--- src/ppiu_regs.svh ---
// register offsets, reset values, instruction codes and core locations
`ifndef PPIU_REGS_SVH
`define PPIU_REGS_SVH
// ********************************************************************
// APB register map
// ********************************************************************
`define PPIU_OFS_STATUS   8'h00
`define PPIU_OFS_CTRL     8'h04
`define PPIU_RST_CTRL     1'h0
// ********************************************************************
// status field layout
// ********************************************************************
`define PPIU_ST_PEND_LSB  0
`define PPIU_ST_GRP_LSB   12
`define PPIU_ST_ARM_BIT   14
`define PPIU_ST_PERM_BIT  15
`define PPIU_ST_BUSY_BIT  16
`define PPIU_CTRL_BIG_BIT 0
// ********************************************************************
// instruction codes (octal 2500012 .. 2500016)
// ********************************************************************
`define PPIU_OP_PERMIT    20'hA800A
`define PPIU_OP_INHIBIT   20'hA800B
`define PPIU_OP_SEL_G1    20'hA800C
`define PPIU_OP_SEL_G2    20'hA800D
`define PPIU_OP_SEL_G3    20'hA800E
// ********************************************************************
// core locations and save masks
// ********************************************************************
`define PPIU_LOC_PC       15'h0006
`define PPIU_LOC_ACC      15'h0007
`define PPIU_MASK_SMALL   20'h01FFF
`define PPIU_MASK_BIG     20'hFFFFF
`define PPIU_ADDR_BIG_W   14
`endif

--- src/ppiu_pkg.sv ---
// types of the priority interrupt unit
package ppiu_pkg;
   typedef enum logic [2:0] {
      PPIU_IDLE  = 3'b000,
      PPIU_SAVEP = 3'b001,
      PPIU_SAVEA = 3'b010,
      PPIU_SCAN  = 3'b011
   } ppiu_state_t;
endpackage

--- src/ppiu_core.sv ---
// twelve-level priority program interrupt unit with APB status/control
// Behaviour
// - twelve pending bits in three groups of four levels
// - level 1 highest priority, falling with level number
// - group select cumulative: levels 1-4, 1-8 or all twelve
// - inhibit state lets no level interrupt
// - disabled or inhibited pulses stay pending until enabled and permitted
// - current instruction finishes before the interrupt sequence starts
// - taking an interrupt clears the permit state
// - next address saved to 00006; small keeps bits 0-6, big zeroes 0-5
// - accumulator then saved to 00007
// - pc set to 00007, incremented before each level examined
// - first pending enabled level alone cleared, then fetch from pc
// - level n vectors to n-th location from octal 00010
// - group select codes 2500014, 2500015, 2500016 for groups 1-3
// - group select alone never allows interruption
// - permit 2500012 takes effect after the following instruction completes
// - inhibit 2500013 blocks interrupts while pending bits keep accumulating
// - external pins and internal sources each feed a level
// - timer overflow holds its level until branch test or reload clears it
`timescale 1ns/1ps
`include "ppiu_regs.svh"
module ppiu_core #(
   parameter int          ADDR_W   = 15,
   parameter int          TMR_BASE = 8,
   parameter logic        BIG_RST  = 1'b0
) (
   input  wire logic              mclk,
   input  wire logic              nrst,
   input  wire logic [11:0]       irqPin,
   input  wire logic [11:0]       irqInt,
   input  wire logic [3:0]        tmrOvfSet,
   input  wire logic [3:0]        tmrOvfClr,
   input  wire logic              instrDone,
   input  wire logic [19:0]       instrCode,
   input  wire logic [ADDR_W-1:0] pcIn,
   input  wire logic [19:0]       accIn,
   input  wire logic              memAck,
   output logic                   seqBusy,
   output logic                   memWe,
   output logic [ADDR_W-1:0]      memAddr,
   output logic [19:0]            memData,
   output logic [19:0]            memMask,
   output logic                   pcLoad,
   output logic [ADDR_W-1:0]      pcOut,
   input  wire logic              psel,
   input  wire logic              penable,
   input  wire logic              pwrite,
   input  wire logic [7:0]        paddr,
   input  wire logic [31:0]       pwdata,
   output logic                   pready,
   output logic [31:0]            prdata,
   output logic                   pslverr
);
   // ********************************************************************
   // state
   // ********************************************************************
   typedef struct packed {
      logic [11:0]          sync1;
      logic [11:0]          sync2;
      logic [11:0]          prev;
      logic [11:0]          pend;
      logic [1:0]           grp;
      logic                 permArm;
      logic                 permOn;
      logic [3:0]           ovf;
      ppiu_pkg::ppiu_state_t st;
      logic [ADDR_W-1:0]    pc;
      logic [3:0]           lvl;
      logic [19:0]          acc;
      logic                 memWe;
      logic [ADDR_W-1:0]    memAddr;
      logic [19:0]          memData;
      logic [19:0]          memMask;
      logic                 pcLoad;
      logic [ADDR_W-1:0]    pcOut;
      logic                 busy;
      logic                 big;
      logic                 pready;
      logic [31:0]          prdata;
      logic                 pslverr;
   } ppiu_core_t;

   ppiu_core_t q;
   ppiu_core_t d;

   function automatic logic [11:0] grpMask(input logic [1:0] g);
      case (g)
         2'h1:    grpMask = 12'h00F;
         2'h2:    grpMask = 12'h0FF;
         2'h3:    grpMask = 12'hFFF;
         default: grpMask = 12'h000;
      endcase
   endfunction

   logic [11:0] srcLvl;
   logic [11:0] rise;
   logic [11:0] enPend;
   logic        isPermit;
   logic        isInhibit;
   logic        permNow;
   logic        take;
   logic        apbAcc;
   logic [3:0]  nextLvl;

   // ********************************************************************
   // next state
   // ********************************************************************
   always_comb begin
      d = q;
      d.sync1 = irqPin;
      d.sync2 = q.sync1;
      srcLvl = q.sync2 | irqInt;
      srcLvl[TMR_BASE +: 4] = srcLvl[TMR_BASE +: 4] | q.ovf;
      d.ovf = (q.ovf & ~tmrOvfClr) | tmrOvfSet;
      d.prev = srcLvl;
      rise = srcLvl & ~q.prev;
      enPend = q.pend & grpMask(q.grp);
      isPermit = instrDone && (instrCode == `PPIU_OP_PERMIT);
      isInhibit = instrDone && (instrCode == `PPIU_OP_INHIBIT);
      // permit active once the next instruction completes
      permNow = !isInhibit && (q.permOn || (q.permArm && instrDone && !isPermit));
      take = (q.st == ppiu_pkg::PPIU_IDLE) && instrDone && permNow && (enPend != 12'h000);
      d.pcLoad = 1'b0;
      nextLvl = q.lvl + 4'h1;
      if (instrDone && q.st == ppiu_pkg::PPIU_IDLE) begin
         case (instrCode)
            `PPIU_OP_SEL_G1: d.grp = 2'h1;
            `PPIU_OP_SEL_G2: d.grp = 2'h2;
            `PPIU_OP_SEL_G3: d.grp = 2'h3;
            default:         d.grp = q.grp;
         endcase
         if (isPermit) begin
            d.permArm = 1'b1;
         end else if (q.permArm) begin
            d.permArm = 1'b0;
            d.permOn  = 1'b1;
         end
         if (instrCode == `PPIU_OP_INHIBIT) begin
            d.permArm = 1'b0;
            d.permOn  = 1'b0;
         end
      end
      case (q.st)
         ppiu_pkg::PPIU_IDLE: begin
            if (take) begin
               d.permArm = 1'b0;
               d.permOn  = 1'b0;
               d.acc     = accIn;
               d.st      = ppiu_pkg::PPIU_SAVEP;
               d.busy    = 1'b1;
               d.memWe   = 1'b1;
               d.memAddr = `PPIU_LOC_PC;
               if (q.big) begin
                  d.memData = 20'(pcIn[`PPIU_ADDR_BIG_W-1:0]);
                  d.memMask = `PPIU_MASK_BIG;
               end else begin
                  d.memData = 20'(pcIn);
                  d.memMask = `PPIU_MASK_SMALL;
               end
            end
         end
         ppiu_pkg::PPIU_SAVEP: begin
            if (memAck) begin
               d.st      = ppiu_pkg::PPIU_SAVEA;
               d.memAddr = `PPIU_LOC_ACC;
               d.memData = q.acc;
               d.memMask = `PPIU_MASK_BIG;
            end
         end
         ppiu_pkg::PPIU_SAVEA: begin
            if (memAck) begin
               // scan starts with pc at 00007
               d.memWe = 1'b0;
               d.st    = ppiu_pkg::PPIU_SCAN;
               d.pc    = `PPIU_LOC_ACC;
               d.lvl   = 4'h0;
            end
         end
         ppiu_pkg::PPIU_SCAN: begin
            d.pc = q.pc + ADDR_W'(1);
            d.lvl = nextLvl;
            // lowest index first is highest priority
            if (enPend[q.lvl] || q.lvl == 4'hB) begin
               // clear only the found level, then fetch
               d.st     = ppiu_pkg::PPIU_IDLE;
               d.busy   = 1'b0;
               d.pcLoad = 1'b1;
               // vector 00010 + n - 1
               d.pcOut  = q.pc + ADDR_W'(1);
            end
         end
         default: begin
            d.st    = ppiu_pkg::PPIU_IDLE;
            d.busy  = 1'b0;
            d.memWe = 1'b0;
         end
      endcase
      // set wins over the scan clear
      d.pend = q.pend;
      if (q.st == ppiu_pkg::PPIU_SCAN && enPend[q.lvl]) begin
         d.pend[q.lvl] = 1'b0;
      end
      d.pend = d.pend | rise;
      // ******************************************************************
      // APB slave, one wait state
      // ******************************************************************
      apbAcc = psel && penable;
      d.pready = apbAcc && !q.pready;
      if (apbAcc && !q.pready) begin
         d.prdata  = 32'h00000000;
         d.pslverr = 1'b0;
         case (paddr)
            `PPIU_OFS_STATUS: begin
               d.prdata[`PPIU_ST_PEND_LSB +: 12] = q.pend;
               d.prdata[`PPIU_ST_GRP_LSB +: 2]   = q.grp;
               d.prdata[`PPIU_ST_ARM_BIT]        = q.permArm;
               d.prdata[`PPIU_ST_PERM_BIT]       = q.permOn;
               d.prdata[`PPIU_ST_BUSY_BIT]       = q.busy;
            end
            `PPIU_OFS_CTRL: d.prdata[`PPIU_CTRL_BIG_BIT] = q.big;
            default:        d.pslverr = 1'b1;
         endcase
      end
      if (apbAcc && q.pready && pwrite && paddr == `PPIU_OFS_CTRL) begin
         d.big = pwdata[`PPIU_CTRL_BIG_BIT];
      end
   end

   // ********************************************************************
   // registers
   // ********************************************************************
   always_ff @(posedge mclk or negedge nrst) begin
      if (!nrst) begin
         q         <= '0;
         q.st      <= ppiu_pkg::PPIU_IDLE;
         q.big     <= BIG_RST;
      end else begin
         q <= d;
      end
   end

   assign seqBusy = q.busy;
   assign memWe   = q.memWe;
   assign memAddr = q.memAddr;
   assign memData = q.memData;
   assign memMask = q.memMask;
   assign pcLoad  = q.pcLoad;
   assign pcOut   = q.pcOut;
   assign pready  = q.pready;
   assign prdata  = q.prdata;
   assign pslverr = q.pslverr;

   // ********************************************************************
   // assertions
   // ********************************************************************
   a_take_clears_permit: assert property (
      @(posedge mclk) disable iff (!nrst) take |=> !q.permOn && !q.permArm && q.busy)
      else $error("permit survived interrupt take");
   a_pc_save_loc: assert property (
      @(posedge mclk) disable iff (!nrst)
      take |=> memWe && memAddr == `PPIU_LOC_PC && memMask == (q.big ? `PPIU_MASK_BIG
                                                                      : `PPIU_MASK_SMALL))
      else $error("return address save wrong");
   a_acc_save_loc: assert property (
      @(posedge mclk) disable iff (!nrst)
      q.st == ppiu_pkg::PPIU_SAVEP && memAck |=> memAddr == `PPIU_LOC_ACC && memData == q.acc)
      else $error("accumulator save wrong");
   a_vector_addr: assert property (
      @(posedge mclk) disable iff (!nrst)
      q.st == ppiu_pkg::PPIU_SCAN && enPend[q.lvl]
      |=> pcLoad && pcOut == ADDR_W'(8) + ADDR_W'($past(q.lvl)))
      else $error("vector address wrong");
   a_no_take_inhibit: assert property (
      @(posedge mclk) disable iff (!nrst)
      q.st == ppiu_pkg::PPIU_IDLE && !q.permOn && !q.permArm |=> !seqBusy)
      else $error("interrupt taken while inhibited");
   a_inhibit_blocks: assert property (
      @(posedge mclk) disable iff (!nrst)
      q.st == ppiu_pkg::PPIU_IDLE && isInhibit |=> !seqBusy && !q.permOn && !q.permArm)
      else $error("interrupt taken at inhibit");
   a_permit_delay: assert property (
      @(posedge mclk) disable iff (!nrst)
      q.st == ppiu_pkg::PPIU_IDLE && isPermit && !q.permOn |=> !q.permOn)
      else $error("permit effective too early");
   a_pending_kept: assert property (
      @(posedge mclk) disable iff (!nrst)
      q.st != ppiu_pkg::PPIU_SCAN |=> (q.pend & $past(q.pend)) == $past(q.pend))
      else $error("pending bit lost");
   a_edge_sets: assert property (
      @(posedge mclk) disable iff (!nrst) (|rise) |=> (q.pend & $past(rise)) == $past(rise))
      else $error("rising input not captured");
   a_scan_single: assert property (
      @(posedge mclk) disable iff (!nrst)
      q.st == ppiu_pkg::PPIU_SCAN && enPend[q.lvl] && !rise[q.lvl]
      |=> q.pend == (($past(q.pend) & ~(12'h001 << $past(q.lvl))) | $past(rise)))
      else $error("scan cleared wrong bits");
endmodule

--- config.mk ---
export PLATFORM = sky130hd
export DESIGN_NAME = ppiu_core
export DESIGN_NICKNAME = d
export VERILOG_FILES = /design/src/ppiu_pkg.sv /design/src/ppiu_core.sv
export VERILOG_INCLUDE_DIRS = /design/src
export SDC_FILE = /design/constraint.sdc
export NUM_CORES = 1
export LEC_CHECK = 0
export BUFFER_PORTS_ARGS = -buffer_cell sky130_fd_sc_hd__buf_2
export CAP_MARGIN = 20
export CORE_ASPECT_RATIO = 1.75
export CORE_MARGIN = 4
export CORE_UTILIZATION = 45
export DETAILED_ROUTE_END_ITERATION = 10
export GPL_ROUTABILITY_DRIVEN = 0
export GPL_TIMING_DRIVEN = 0
export PLACE_DENSITY = 0.79
export SLEW_MARGIN = 20
export SYNTH_ARGS = -nofsm -noshare
export SYNTH_HDL_FRONTEND = slang
export SYNTH_SLANG_ARGS = --single-unit
--- constraint.sdc ---
create_clock -name mclk -period 3.2 [get_ports mclk]
set_clock_uncertainty 0.15 [all_clocks]
set_input_delay 0.48 -clock mclk [delete_from_list [all_inputs] [get_ports mclk]]
set_output_delay 0.48 -clock mclk [all_outputs]
set_load 0.01 [all_outputs]
Yosys cells after proc, flatten, opt, wreduce, memory -nomap -nowiden
Index checks and enable logic that the tools add are counted.

Register bits: 191. Bits in latches: 0. RAM bits: 0. Memories kept: 0. ROM bits: 0. Input bits: 134.

Reductions and logical operators: 37. Order comparisons: 2. Shifts and indexed selects: 0. Div/mod/pow operators: 0. Multiplexer cells: 33. Eq/ne operators: 17. $mul: 0. Bitwise operators: 13. Add/subtract/negate cells: 2.

Operator list (number): $pmux W55 S2 (1); $eq A20 B20 Y1 const B (5); $mux W56 (1); $mux W55 (1); $pmux W19 S2 (1); $and A12 B12 Y12 (3); $pmux W12 S3 (1); $mux W35 (1); $mux W16 (2); $not A12 Y12 (2); $or A12 B12 Y12 (2); $mux W22 (1); $mux W17 (1); $add A15 B1 Y15 const B (1); $logic_and A1 B1 Y1 (15); $mux W12 (1); $pmux W3 S4 (1); $reduce_bool A12 Y1 (1); $mux W3 (3); $reduce_and A3 Y1 (3); $eq A8 B3 Y1 const B (1); $logic_not A8 Y1 (1); $mux W1 (8); $mux W2 (4); other kinds (26) (43).

Depth between registers and ports, before layout
Gate-level depths: netlist (run 1).

Word-level depth: 10. Mapped depth: 10. Mapped depth without buffers: 8.

Worst setup path after synthesis (run 1)
Ideal clock, no wire load.

Path type: reg2reg. From: reg q[147] (netlist bit). To: reg q[148] (netlist bit). Setup slack: 0.785 ns. Period minus slack after synthesis: 2.415 ns. Library setup time: 0.125 ns. Cell stages (with the launch flop): 10. Required time: 2.925 ns. Buffers on the path: 2. Data arrival time: 2.140 ns. Cell sequence: dfrtp_1 -> inv_1 -> ha_1 -> buf_4 -> and2_1 -> o21ai_0 -> or3_1 -> buf_4 -> a211oi_4 -> mux2_4.

Word-level cells in the longest chain between the ends: 6. Elaborated cells on any way between the ends: 13. Those cells by class: eq/ne: 7; mux: 1; reduce/logical: 5.

Ends and longest elaborated chain: from (decl) (RTL line ppiu_core.sv:84) `ppiu_core_t q;`; $logic_not A3 Y1 (RTL line ppiu_core.sv:123, ppiu_core.sv:144); $logic_and A1 B1 Y1 (3 in series) (RTL line ppiu_core.sv:123) `take = (q.st == ppiu_pkg::PPIU_IDLE) && instrDone && permNow && (enPend != 12'h000);`; $ne A2 B2 Y1 (no line); $reduce_and A4 Y1 (no line).

Several ways; a longest one is shown, not always the timed one. A chain may end at the register's enable or synchronous reset.

Worst setup path in the final report (run 1)
From: reg q[147] (netlist bit). To: reg q (netlist bit memData[4]).

Word-level cells in the longest chain between the ends: 6. Elaborated cells on any way between the ends: 10. Those cells by class: eq/ne: 3; mux: 1; reduce/logical: 6.

Ends and longest elaborated chain (RTL line): $logic_not A3 Y1 (ppiu_core.sv:123, ppiu_core.sv:144); $logic_and A1 B1 Y1 (3 in series) (ppiu_core.sv:123); $ne A2 B2 Y1 (no line); $reduce_and A3 Y1 (no line).

Several ways; a longest one is shown, not always the timed one.

==> results of run 1 <==
==> worst reg2reg max path, stage by stage, from the launching register on <==
cell,delay (ns)
dfrtp_1,0.41
inv_1,0.11
ha_1,0.16
buf_4,0.19
and2_1,0.21
o21ai_0,0.13
or3_1,0.38
buf_4,0.17
a21oi_2,0.31
buf_2,0.29
a211oi_1,0.11
==> final timing paths <==
| check | start | endpoint | slack [ns] | cells after the start |
|---|---|---|---|---|
| min in group asynchronous | nrst | d[191] | 0.52 | 2 |
| hold / removal | irqPin[9] | d[191] | 0.02 | 1 |
| max in group asynchronous | nrst | memData[15] | 1.61 | 3 |
| hold reg to reg | d[192] | q[192] | 0.20 | 0 |
| setup / recovery | q[147] | memData[4] | 0.48 | 10 |
| setup reg to reg | q[147] | memData[4] | 0.48 | 10 |
==> cell usage after synthesis (2+ instances only) <==
cell type	instances
nand2b_1	2
o31ai_1	4
mux2i_1	7
and2_1	2
xnor2_1	8
a31oi_1	2
o22a_1	2
and3_1	7
nand2_1	63
o21ai_0	52
or3_1	8
buf_2	11
inv_1	46
a21o_1	6
xor2_1	5
mux2_2	23
a22o_1	26
or2_2	6
clkbuf_1	14
nand4_1	3
ha_1	9
buf_4	104
buf_6	2
nor3_1	20
nor4_1	6
nand3_1	19
a21oi_1	8
nor2_1	34
a211oi_1	14
o21a_1	3
dfrtp_1	158
nor2b_1	5
==> routing by layer <==
layer / vias to the layer above / global-route usage
li1: 2724 / -
met5: - / 0
met2: 216 / 0.325
met4: 0 / 0.0722
met1: 2597 / 0.200
met3: 23 / 0.0409
==> through the flow <==
| step | area [sq um] | instances | total power, mW | utilization | hold slack (ns) |
|---|---|---|---|---|---|
| 4_1_cts | 9300 | 1133 | 7.08 | 0.580 | 0.000408 |
| 5_1_grt | 9360 | 1140 | 7.47 | 0.584 | 0.000216 |
| 6_report | 9360 | 1140 | 7.02 | 0.584 | 0.0159 |
| 2_1_floorplan | 7530 | 728 | 4.36 | - | 0.0344 |
| 3_5_place_dp | 8720 | 1100 | 5.11 | 0.544 | 0.185 |
| 3_3_place_gp | 8680 | 1099 | 5.02 | 0.542 | 0.181 |
==> power by group <==
group | total, mW | internal, mW | switching, mW
clock network | 1.96 | 1.04 | 0.920
registers | 2.68 | 2.42 | 0.267
logic | 2.37 | 1.13 | 1.24
==> sequential cells by signal (all words and copies together) (netlist names) <==
register	cells
d	12
memData	20
q	86
prdata	17
pslverr	1
memMask	2
seqBusy	1
memAddr	1
pcOut	15
memWe	1
pready	1
pcLoad	1
==> area by class of cell <==
cell class / instances / area [sq um]
diodes: 1 / 2.50
plain buffers: 131 / 911
clock buffers: 17 / 425
clock inverters: 15 / 144
fillers: 1413 / 6670
inverters: 46 / 173
multi-input cells: 393 / 2500
flip-flops and latches: 158 / 3950
well taps: 189 / 236
repair buffers: 190 / 1020
==> cells by family after synthesis <==
family | Yosys count | synth area share
buf+inv | 177 | 0.146
simple gates | 183 | 0.118
fa+ha+maj | 9 | 0.0151
flops | 158 | 0.532
xor+xnor | 13 | 0.0153
other cells | 1 | 0.000504
compound gates | 128 | 0.121
mux | 33 | 0.0528
==> what timing repair did <==
action,in CTS,in global routing
hold endpoints to repair,87,6
setup buffers,0,0
hold buffers,1,6
==> out/metrics.yaml, run 1 <==
final_common_cell: "buf_2"
grt_use_total: 0.179
numCtsBuffers: 17
grt_max_degree: 89
async_reset_ff_frac: 1.00
crit_chain: "inv_1 -> ha_1 -> buf_4 -> and2_1 -> o21ai_0 -> or3_1 -> buf_4 -> a21oi_2 -> buf_2 -> a211oi_1"
outcome: "finished clean"
layout_common_cells: "buf_2 (192), dfrtp_1 (158), buf_4 (104)"
clock_latency_ns: 0.41
vias_per_cell: 4.88
drv_slew: 0
final-setup-viol-count: 0
die_area_sq_um: 18700
wl_met1_microns: 6180
io_buffer_count: 182
fp.dieW_microns: 105
hpwlAfterDp_microns: 12500
hold_viol: 0
clock-sinks: 158
drt-pass1-iter-count: 4
fin_crit_sh: 0.851
vias: 5560
wl_met2_microns: 8860
io-pin-count: 241
clk_root_buffer_cell: "clkbuf_16"
initial_core_util: 0.464
first_iter_violations: 226
synth-edff-count: 0
cp_common_cell: "buf_4"
clkSlewWorstSetupHoldPaths_ns: 0.07
slew_headroom: 0.544
ir_drop_v: 0.000459
antenna_left: 0
wl_per_cell_microns: 14.5
max_freq_ghz: 0.367
critPathCaptureType: "register"
clk_path_buf_depth: 2
grt_pass1_vias: 5673
p_leak_nw: 4.73
syn_avg_cell_area_sq_um: 10.6
crit_buf_inv: 4
grt-ovfl-total: 0
crit_path_start_kind: "register"
fp.coreArea_sq_um: 16000
crit_type: "register to register"
ys.flop_type: "dfrtp_1"
yosysTopAreaCellShare: 0.532
rsz0062_at_grt: "no"
drive_above_1_share: 0.393
nets: 1080
cts_resized: 0
yosysWarnings: 0
syn_to_final_growth_pct: 25.9
p_per_area_nw_per_um2: 750
grt_pass1_wl_microns: 27100
drv_cap: 0
wl_microns: 16500
routed.top_layer: "met4"
drc: 0
netlist_area_sq_um: 7440
cts_tree: "built"
slowest_stage: "dfrtp_1"
fin_crit_ns: 2.72
dr_wl_met3_microns: 1090
htreeDepth: 4
rows: 61
synthCells: 702
cp.arrival_ns: 2.87
post-place-ws_ns: 0.437
path_max_fanout: 10
tns_ns: 0
synth_seq_cells: 158
die_h_microns: 178
cp_data_required_time_ns: 3.34
post-route-worst-setup-slack_ns: 0.475
synthTopCellsByArea: "dfrtp_1 (53%), buf_4 (10%), o21ai_0 (3.5%)"
seq_area_frac_synth: 0.532
hp-class: "input pin to register"
max_stage_delay_ns: 0.41
antenna_found_initial: 1
worst_slew_pin_slew_ns: 0.678
yosysUniqueCellTypes: 55
synth_top_area_cell: "dfrtp_1"
path_delay_family: "buffers and inverters"
Note: power is estimated with default switching activity, not from simulation.
==> inputs of run 2 (changes only) <==
--- a/config.mk
+++ b/config.mk
@@ -10,11 +10,11 @@
 export CAP_MARGIN = 20
 export CORE_ASPECT_RATIO = 1.75
 export CORE_MARGIN = 4
-export CORE_UTILIZATION = 45
+export CORE_UTILIZATION = 51
 export DETAILED_ROUTE_END_ITERATION = 10
 export GPL_ROUTABILITY_DRIVEN = 0
 export GPL_TIMING_DRIVEN = 0
-export PLACE_DENSITY = 0.79
+export PLACE_DENSITY = 0.87
 export SLEW_MARGIN = 20
 export SYNTH_ARGS = -nofsm -noshare
 export SYNTH_HDL_FRONTEND = slang
==> constraint.sdc (replaced) <==
create_clock -name mclk -period 2.9 [get_ports mclk]
set_clock_uncertainty 0.15 [all_clocks]
set_input_delay 0.435 -clock mclk [delete_from_list [all_inputs] [get_ports mclk]]
set_output_delay 0.435 -clock mclk [all_outputs]
set_load 0.01 [all_outputs]
==> out/metrics.yaml, run 2 (synthesis gave the netlist of run 1 again) <==
crit_chain: "inv_1 -> ha_1 -> buf_4 -> and2_1 -> o21ai_0 -> or3_1 -> buf_4 -> a21oi_2 -> clkbuf_4 -> a211oi_1"
vias_per_cell: 4.95
max_freq_ghz: 0.374
fin_crit_ns: 2.67
drc: 0
grt_pass1_vias: 5734
clk_path_buf_depth: 2
antenna_cells: 0
rows: 58
vias: 5623
placed_area_sq_um: 8710
power_mw: 7.81
largest_reg_flops: 86
crit_type: "register to register"
critPathCaptureType: "register"
fp.dieW_microns: 99.3
drt-pass1-iter-count: 4
first_iter_violations: 231
io-pin-count: 241
antenna_found_initial: 0
die_area_sq_um: 16700
cp.arrival_ns: 2.83
grt_max_degree: 95
dpl.cell_count: 1091
hold_viol: 0
ir_drop_v: 0.000588
regMostFlops: "q"
clk_root_buffer_cell: "clkbuf_16"
clkSlewWorstSetupHoldPaths_ns: 0.06
hold_ws_ns: 0.0408
hpwlAfterDp_microns: 12400
grt_busiest_layer: "met2"
path_delay_family: "buffers and inverters"
multi_input_area_sq_um: 2500
fillers: 1185
final_cell_area_sq_um: 9430
initial_core_util: 0.518
grt.met1_usage: 0.229
p_per_area_nw_per_um2: 828
cts_tree: "built"
p_leak_nw: 4.75
drv_cap: 0
grt-ovfl-total: 0
post-route-worst-setup-slack_ns: 0.225
outcome: "finished clean"
clock_latency_ns: 0.42
use_met3: 0.0521
drive_above_1_share: 0.389
crit_path_start_kind: "register"
slew_headroom: 0.542
syn_to_final_growth_pct: 26.9
rsz0062_at_grt: "no"
slowest_stage: "dfrtp_1"
cp_common_cell: "buf_4"
nets: 1086
fin_util: 0.657
grt_pass1_wl_microns: 27100
postCtsSetupBuffers: 0
wl_microns: 16300
final_common_cell: "buf_2"
hp-class: "input pin to register"
fp.coreArea_sq_um: 14400
final-setup-viol-count: 0
final_cells: 1136
path_max_fanout: 10
met2_usage: 0.357
grt_use_total: 0.204
numCtsBuffers: 17
crit_buf_inv: 4
cp_data_required_time_ns: 3.05
antenna_left: 0
clock-sinks: 158
drv_slew: 0
post-place-ws_ns: 0.174
worst_slew_pin_slew_ns: 0.688
htreeDepth: 4
seq_area_sq_um: 3950
io_buffer_count: 182
fin_crit_sh: 0.922
max_stage_delay_ns: 0.40
tns_ns: 0
layout_common_cells: "buf_2 (191), dfrtp_1 (158), buf_4 (104)"
wl_per_cell_microns: 14.4
die_h_microns: 168
## run 2: path summary, 6_finish.rpt
kind                         endpoint  slack [ns]  cells after the start         start
max                        memData[5]        0.23                     10        q[147]
min                            q[153]        0.04                      2  tmrOvfSet[3]
max reg2reg                memData[5]        0.23                     10        q[147]
min reg2reg                    q[182]        0.20                      0        d[182]
max in group asynchronous      q[170]        1.37                      3          nrst
min in group asynchronous   pcOut[11]        0.48                      2          nrst
## run 2: repair_timing
item	CTS	global route
hold endpoints to repair	105	0
endpoints found under the setup margin	0	2
hold buffers	13	0
gates resized for setup	0	3
## run 2: report_power, final
group	internal [mW]	switching (mW)
logic	1.25	1.38
clock network	1.32	0.888
registers	2.67	0.297
## run 2: metal layers
metal	vias up	share of wire
met1	2643	0.37
met2	202	0.54
met3	41	0.058
li1	2737	-
met4	0	0.032
met5	-	0
## run 2: cell type report
type | instances | share of cell area
sequential | 158 | 0.419
multi-input combinational | 393 | 0.265
timing repair buffer | 196 | 0.114
buffer | 131 | 0.0969
clock buffer | 21 | 0.0488
tap | 180 | 0.0239
inverter | 46 | 0.0183
clock inverter | 11 | 0.0139
## run 2: worst register-to-register path, delay by kind of cell (launching register included)
family / cells / cell delay [ns]
DFF: 1 / 0.40
AOI/OAI and AO/OA: 3 / 0.51
and+or+nand+nor: 2 / 0.59
adders and majority gates: 1 / 0.17
buffers and inverters: 4 / 0.75
==> inputs of run 3 (changes only) <==
--- a/config.mk
+++ b/config.mk
@@ -10,11 +10,11 @@
 export CAP_MARGIN = 20
 export CORE_ASPECT_RATIO = 1.75
 export CORE_MARGIN = 4
-export CORE_UTILIZATION = 51
+export CORE_UTILIZATION = 46
 export DETAILED_ROUTE_END_ITERATION = 10
 export GPL_ROUTABILITY_DRIVEN = 0
 export GPL_TIMING_DRIVEN = 0
-export PLACE_DENSITY = 0.87
+export PLACE_DENSITY = 0.83
 export SLEW_MARGIN = 20
 export SYNTH_ARGS = -nofsm -noshare
 export SYNTH_HDL_FRONTEND = slang
==> constraint.sdc (replaced) <==
create_clock -name mclk -period 2.2 [get_ports mclk]
set_clock_uncertainty 0.15 [all_clocks]
set_input_delay 0.33 -clock mclk [delete_from_list [all_inputs] [get_ports mclk]]
set_output_delay 0.33 -clock mclk [all_outputs]
set_load 0.01 [all_outputs]
==> out/metrics.yaml, run 3 (synthesis gave the netlist of run 1 again) <==
outcome: "finished, violations left"
violations: "setup timing"
hp-class: "input pin to register"
grt-ovfl-total: 0
fin_crit_sh: 1.10
path_delay_family: "multiplexers"
crit_path_start_kind: "register"
fp.coreArea_sq_um: 15900
clock-sinks: 158
critPathCaptureType: "register"
p_per_area_nw_per_um2: 1080
regMostFlops: "q"
initial_core_util: 0.468
htreeDepth: 4
final_cell_area_sq_um: 10500
drt-pass1-iter-count: 5
clk_path_buf_depth: 2
worstHoldEndpoint: "q[127]"
io_buffer_count: 182
post-place-ws_ns: -0.487
worst_slew_pin_slew_ns: 0.599
slew_headroom: 0.598
drive_above_1_share: 0.462
fin_util: 0.660
grt_max_degree: 99
hold_ws_ns: 0.00524
max_stage_delay_ns: 0.52
wl_microns: 19100
antenna_left: 0
wl_per_cell_microns: 15.8
hold_viol: 0
clkSlewWorstSetupHoldPaths_ns: 0.07
grt_pass1_vias: 6318
reg2regPathDepth: 7
worst-r2r-setup-slack_ns: -0.23
tns_ns: -2.71
rows: 61
crit_buf_inv: 1
r2r_end: "q[148]"
largest_reg_flops: 86
hp-start: "accIn[19]"
clk_root_buffer_cell: "clkbuf_16"
r2r-start: "q[129]"
path_max_fanout: 7
first_iter_violations: 246
syn_to_final_growth_pct: 40.8
io-pin-count: 241
ir_drop_v: 0.000716
hpwlAfterDp_microns: 12700
worstHoldPathCells: 2
drv_cap: 0
max_freq_ghz: 0.412
placed_area_sq_um: 8740
fin_crit_ns: 2.43
drv_slew: 0
p_leak_nw: 5.19
crit_type: "register to register"
drc: 0
vias: 6072
antenna_found_initial: 1
grt_pass1_wl_microns: 30700
die_area_sq_um: 18300
post-route-worst-setup-slack_ns: -0.228
numCtsBuffers: 17
layout_common_cells: "buf_2 (183), dfrtp_1 (152), buf_4 (132)"
crit_chain: "buf_6 -> mux2i_2 -> mux4_2 -> o311ai_4 -> nor2_4 -> a211oi_4 -> mux2_4"
nets: 1154
rsz0062_at_grt: "yes"
die_h_microns: 176
final-setup-viol-count: 31
cp_data_required_time_ns: 2.35
slowest_stage: "mux4_2"
vias_per_cell: 5.01
final_common_cell: "buf_2"
worstSetupStartpoint: "q[129]"
clock_latency_ns: 0.42
cp.arrival_ns: 2.57
cts_tree: "built"
grt_use_total: 0.207
fp.dieW_microns: 104
## run 3: worst max-delay path by stage
stage / to / slack [ns] / cells past startpoint
floorplan: q[148] / -0.08 / 9
global placement: memData[12] / -1.65 / 1
detailed placement: q[123] / -0.49 / 8
CTS: q[148] / -0.20 / 7
global route: q[148] / -0.32 / 7
finish: q[148] / -0.23 / 7
## run 3: report_power, final
group	switching [mW]	internal (mW)	leakage, nW
sequential	0.455	3.53	1.90
clock	1.18	1.56	0.256
combinational	2.25	2.34	3.04
total	3.89	7.42	5.19
## run 3: layer usage
layer | global-route usage | up-vias | wire [microns]
li1 | - | 2869 | -
met4 | 0.102 | 0 | 711
met5 | 0 | - | 0
met1 | 0.228 | 2926 | 7030
met2 | 0.380 | 225 | 10400
met3 | 0.0399 | 52 | 970
## run 3: area by class of cell
cell class	count	area (sq um)
flip-flops and latches	158	3960
multi-input cells	393	2820
fillers	1187	5400
repair buffers	267	1740
plain buffers	128	987
clock buffers	19	433
clock inverters	12	118
inverters	46	175
diodes	1	2.50
well taps	189	236
## run 3: repair_timing
item | 4_1_cts | 5_1_grt
endpoints found under the setup margin | 83 | 96
buffers inserted | 24 | 12
hold buffers | 44 | 1
cloned | 4 | 0
hold endpoints to repair | 103 | 1
resized for setup | 84 | 59
pin swaps | 13 | 12
## run 3: per-stage QoR
step,total power [mW],cells
after floorplan,6.38,728
after global placement,7.32,1099
after detailed placement,7.48,1100
after CTS,10.9,1201
after global routing,11.9,1213
final,11.3,1213
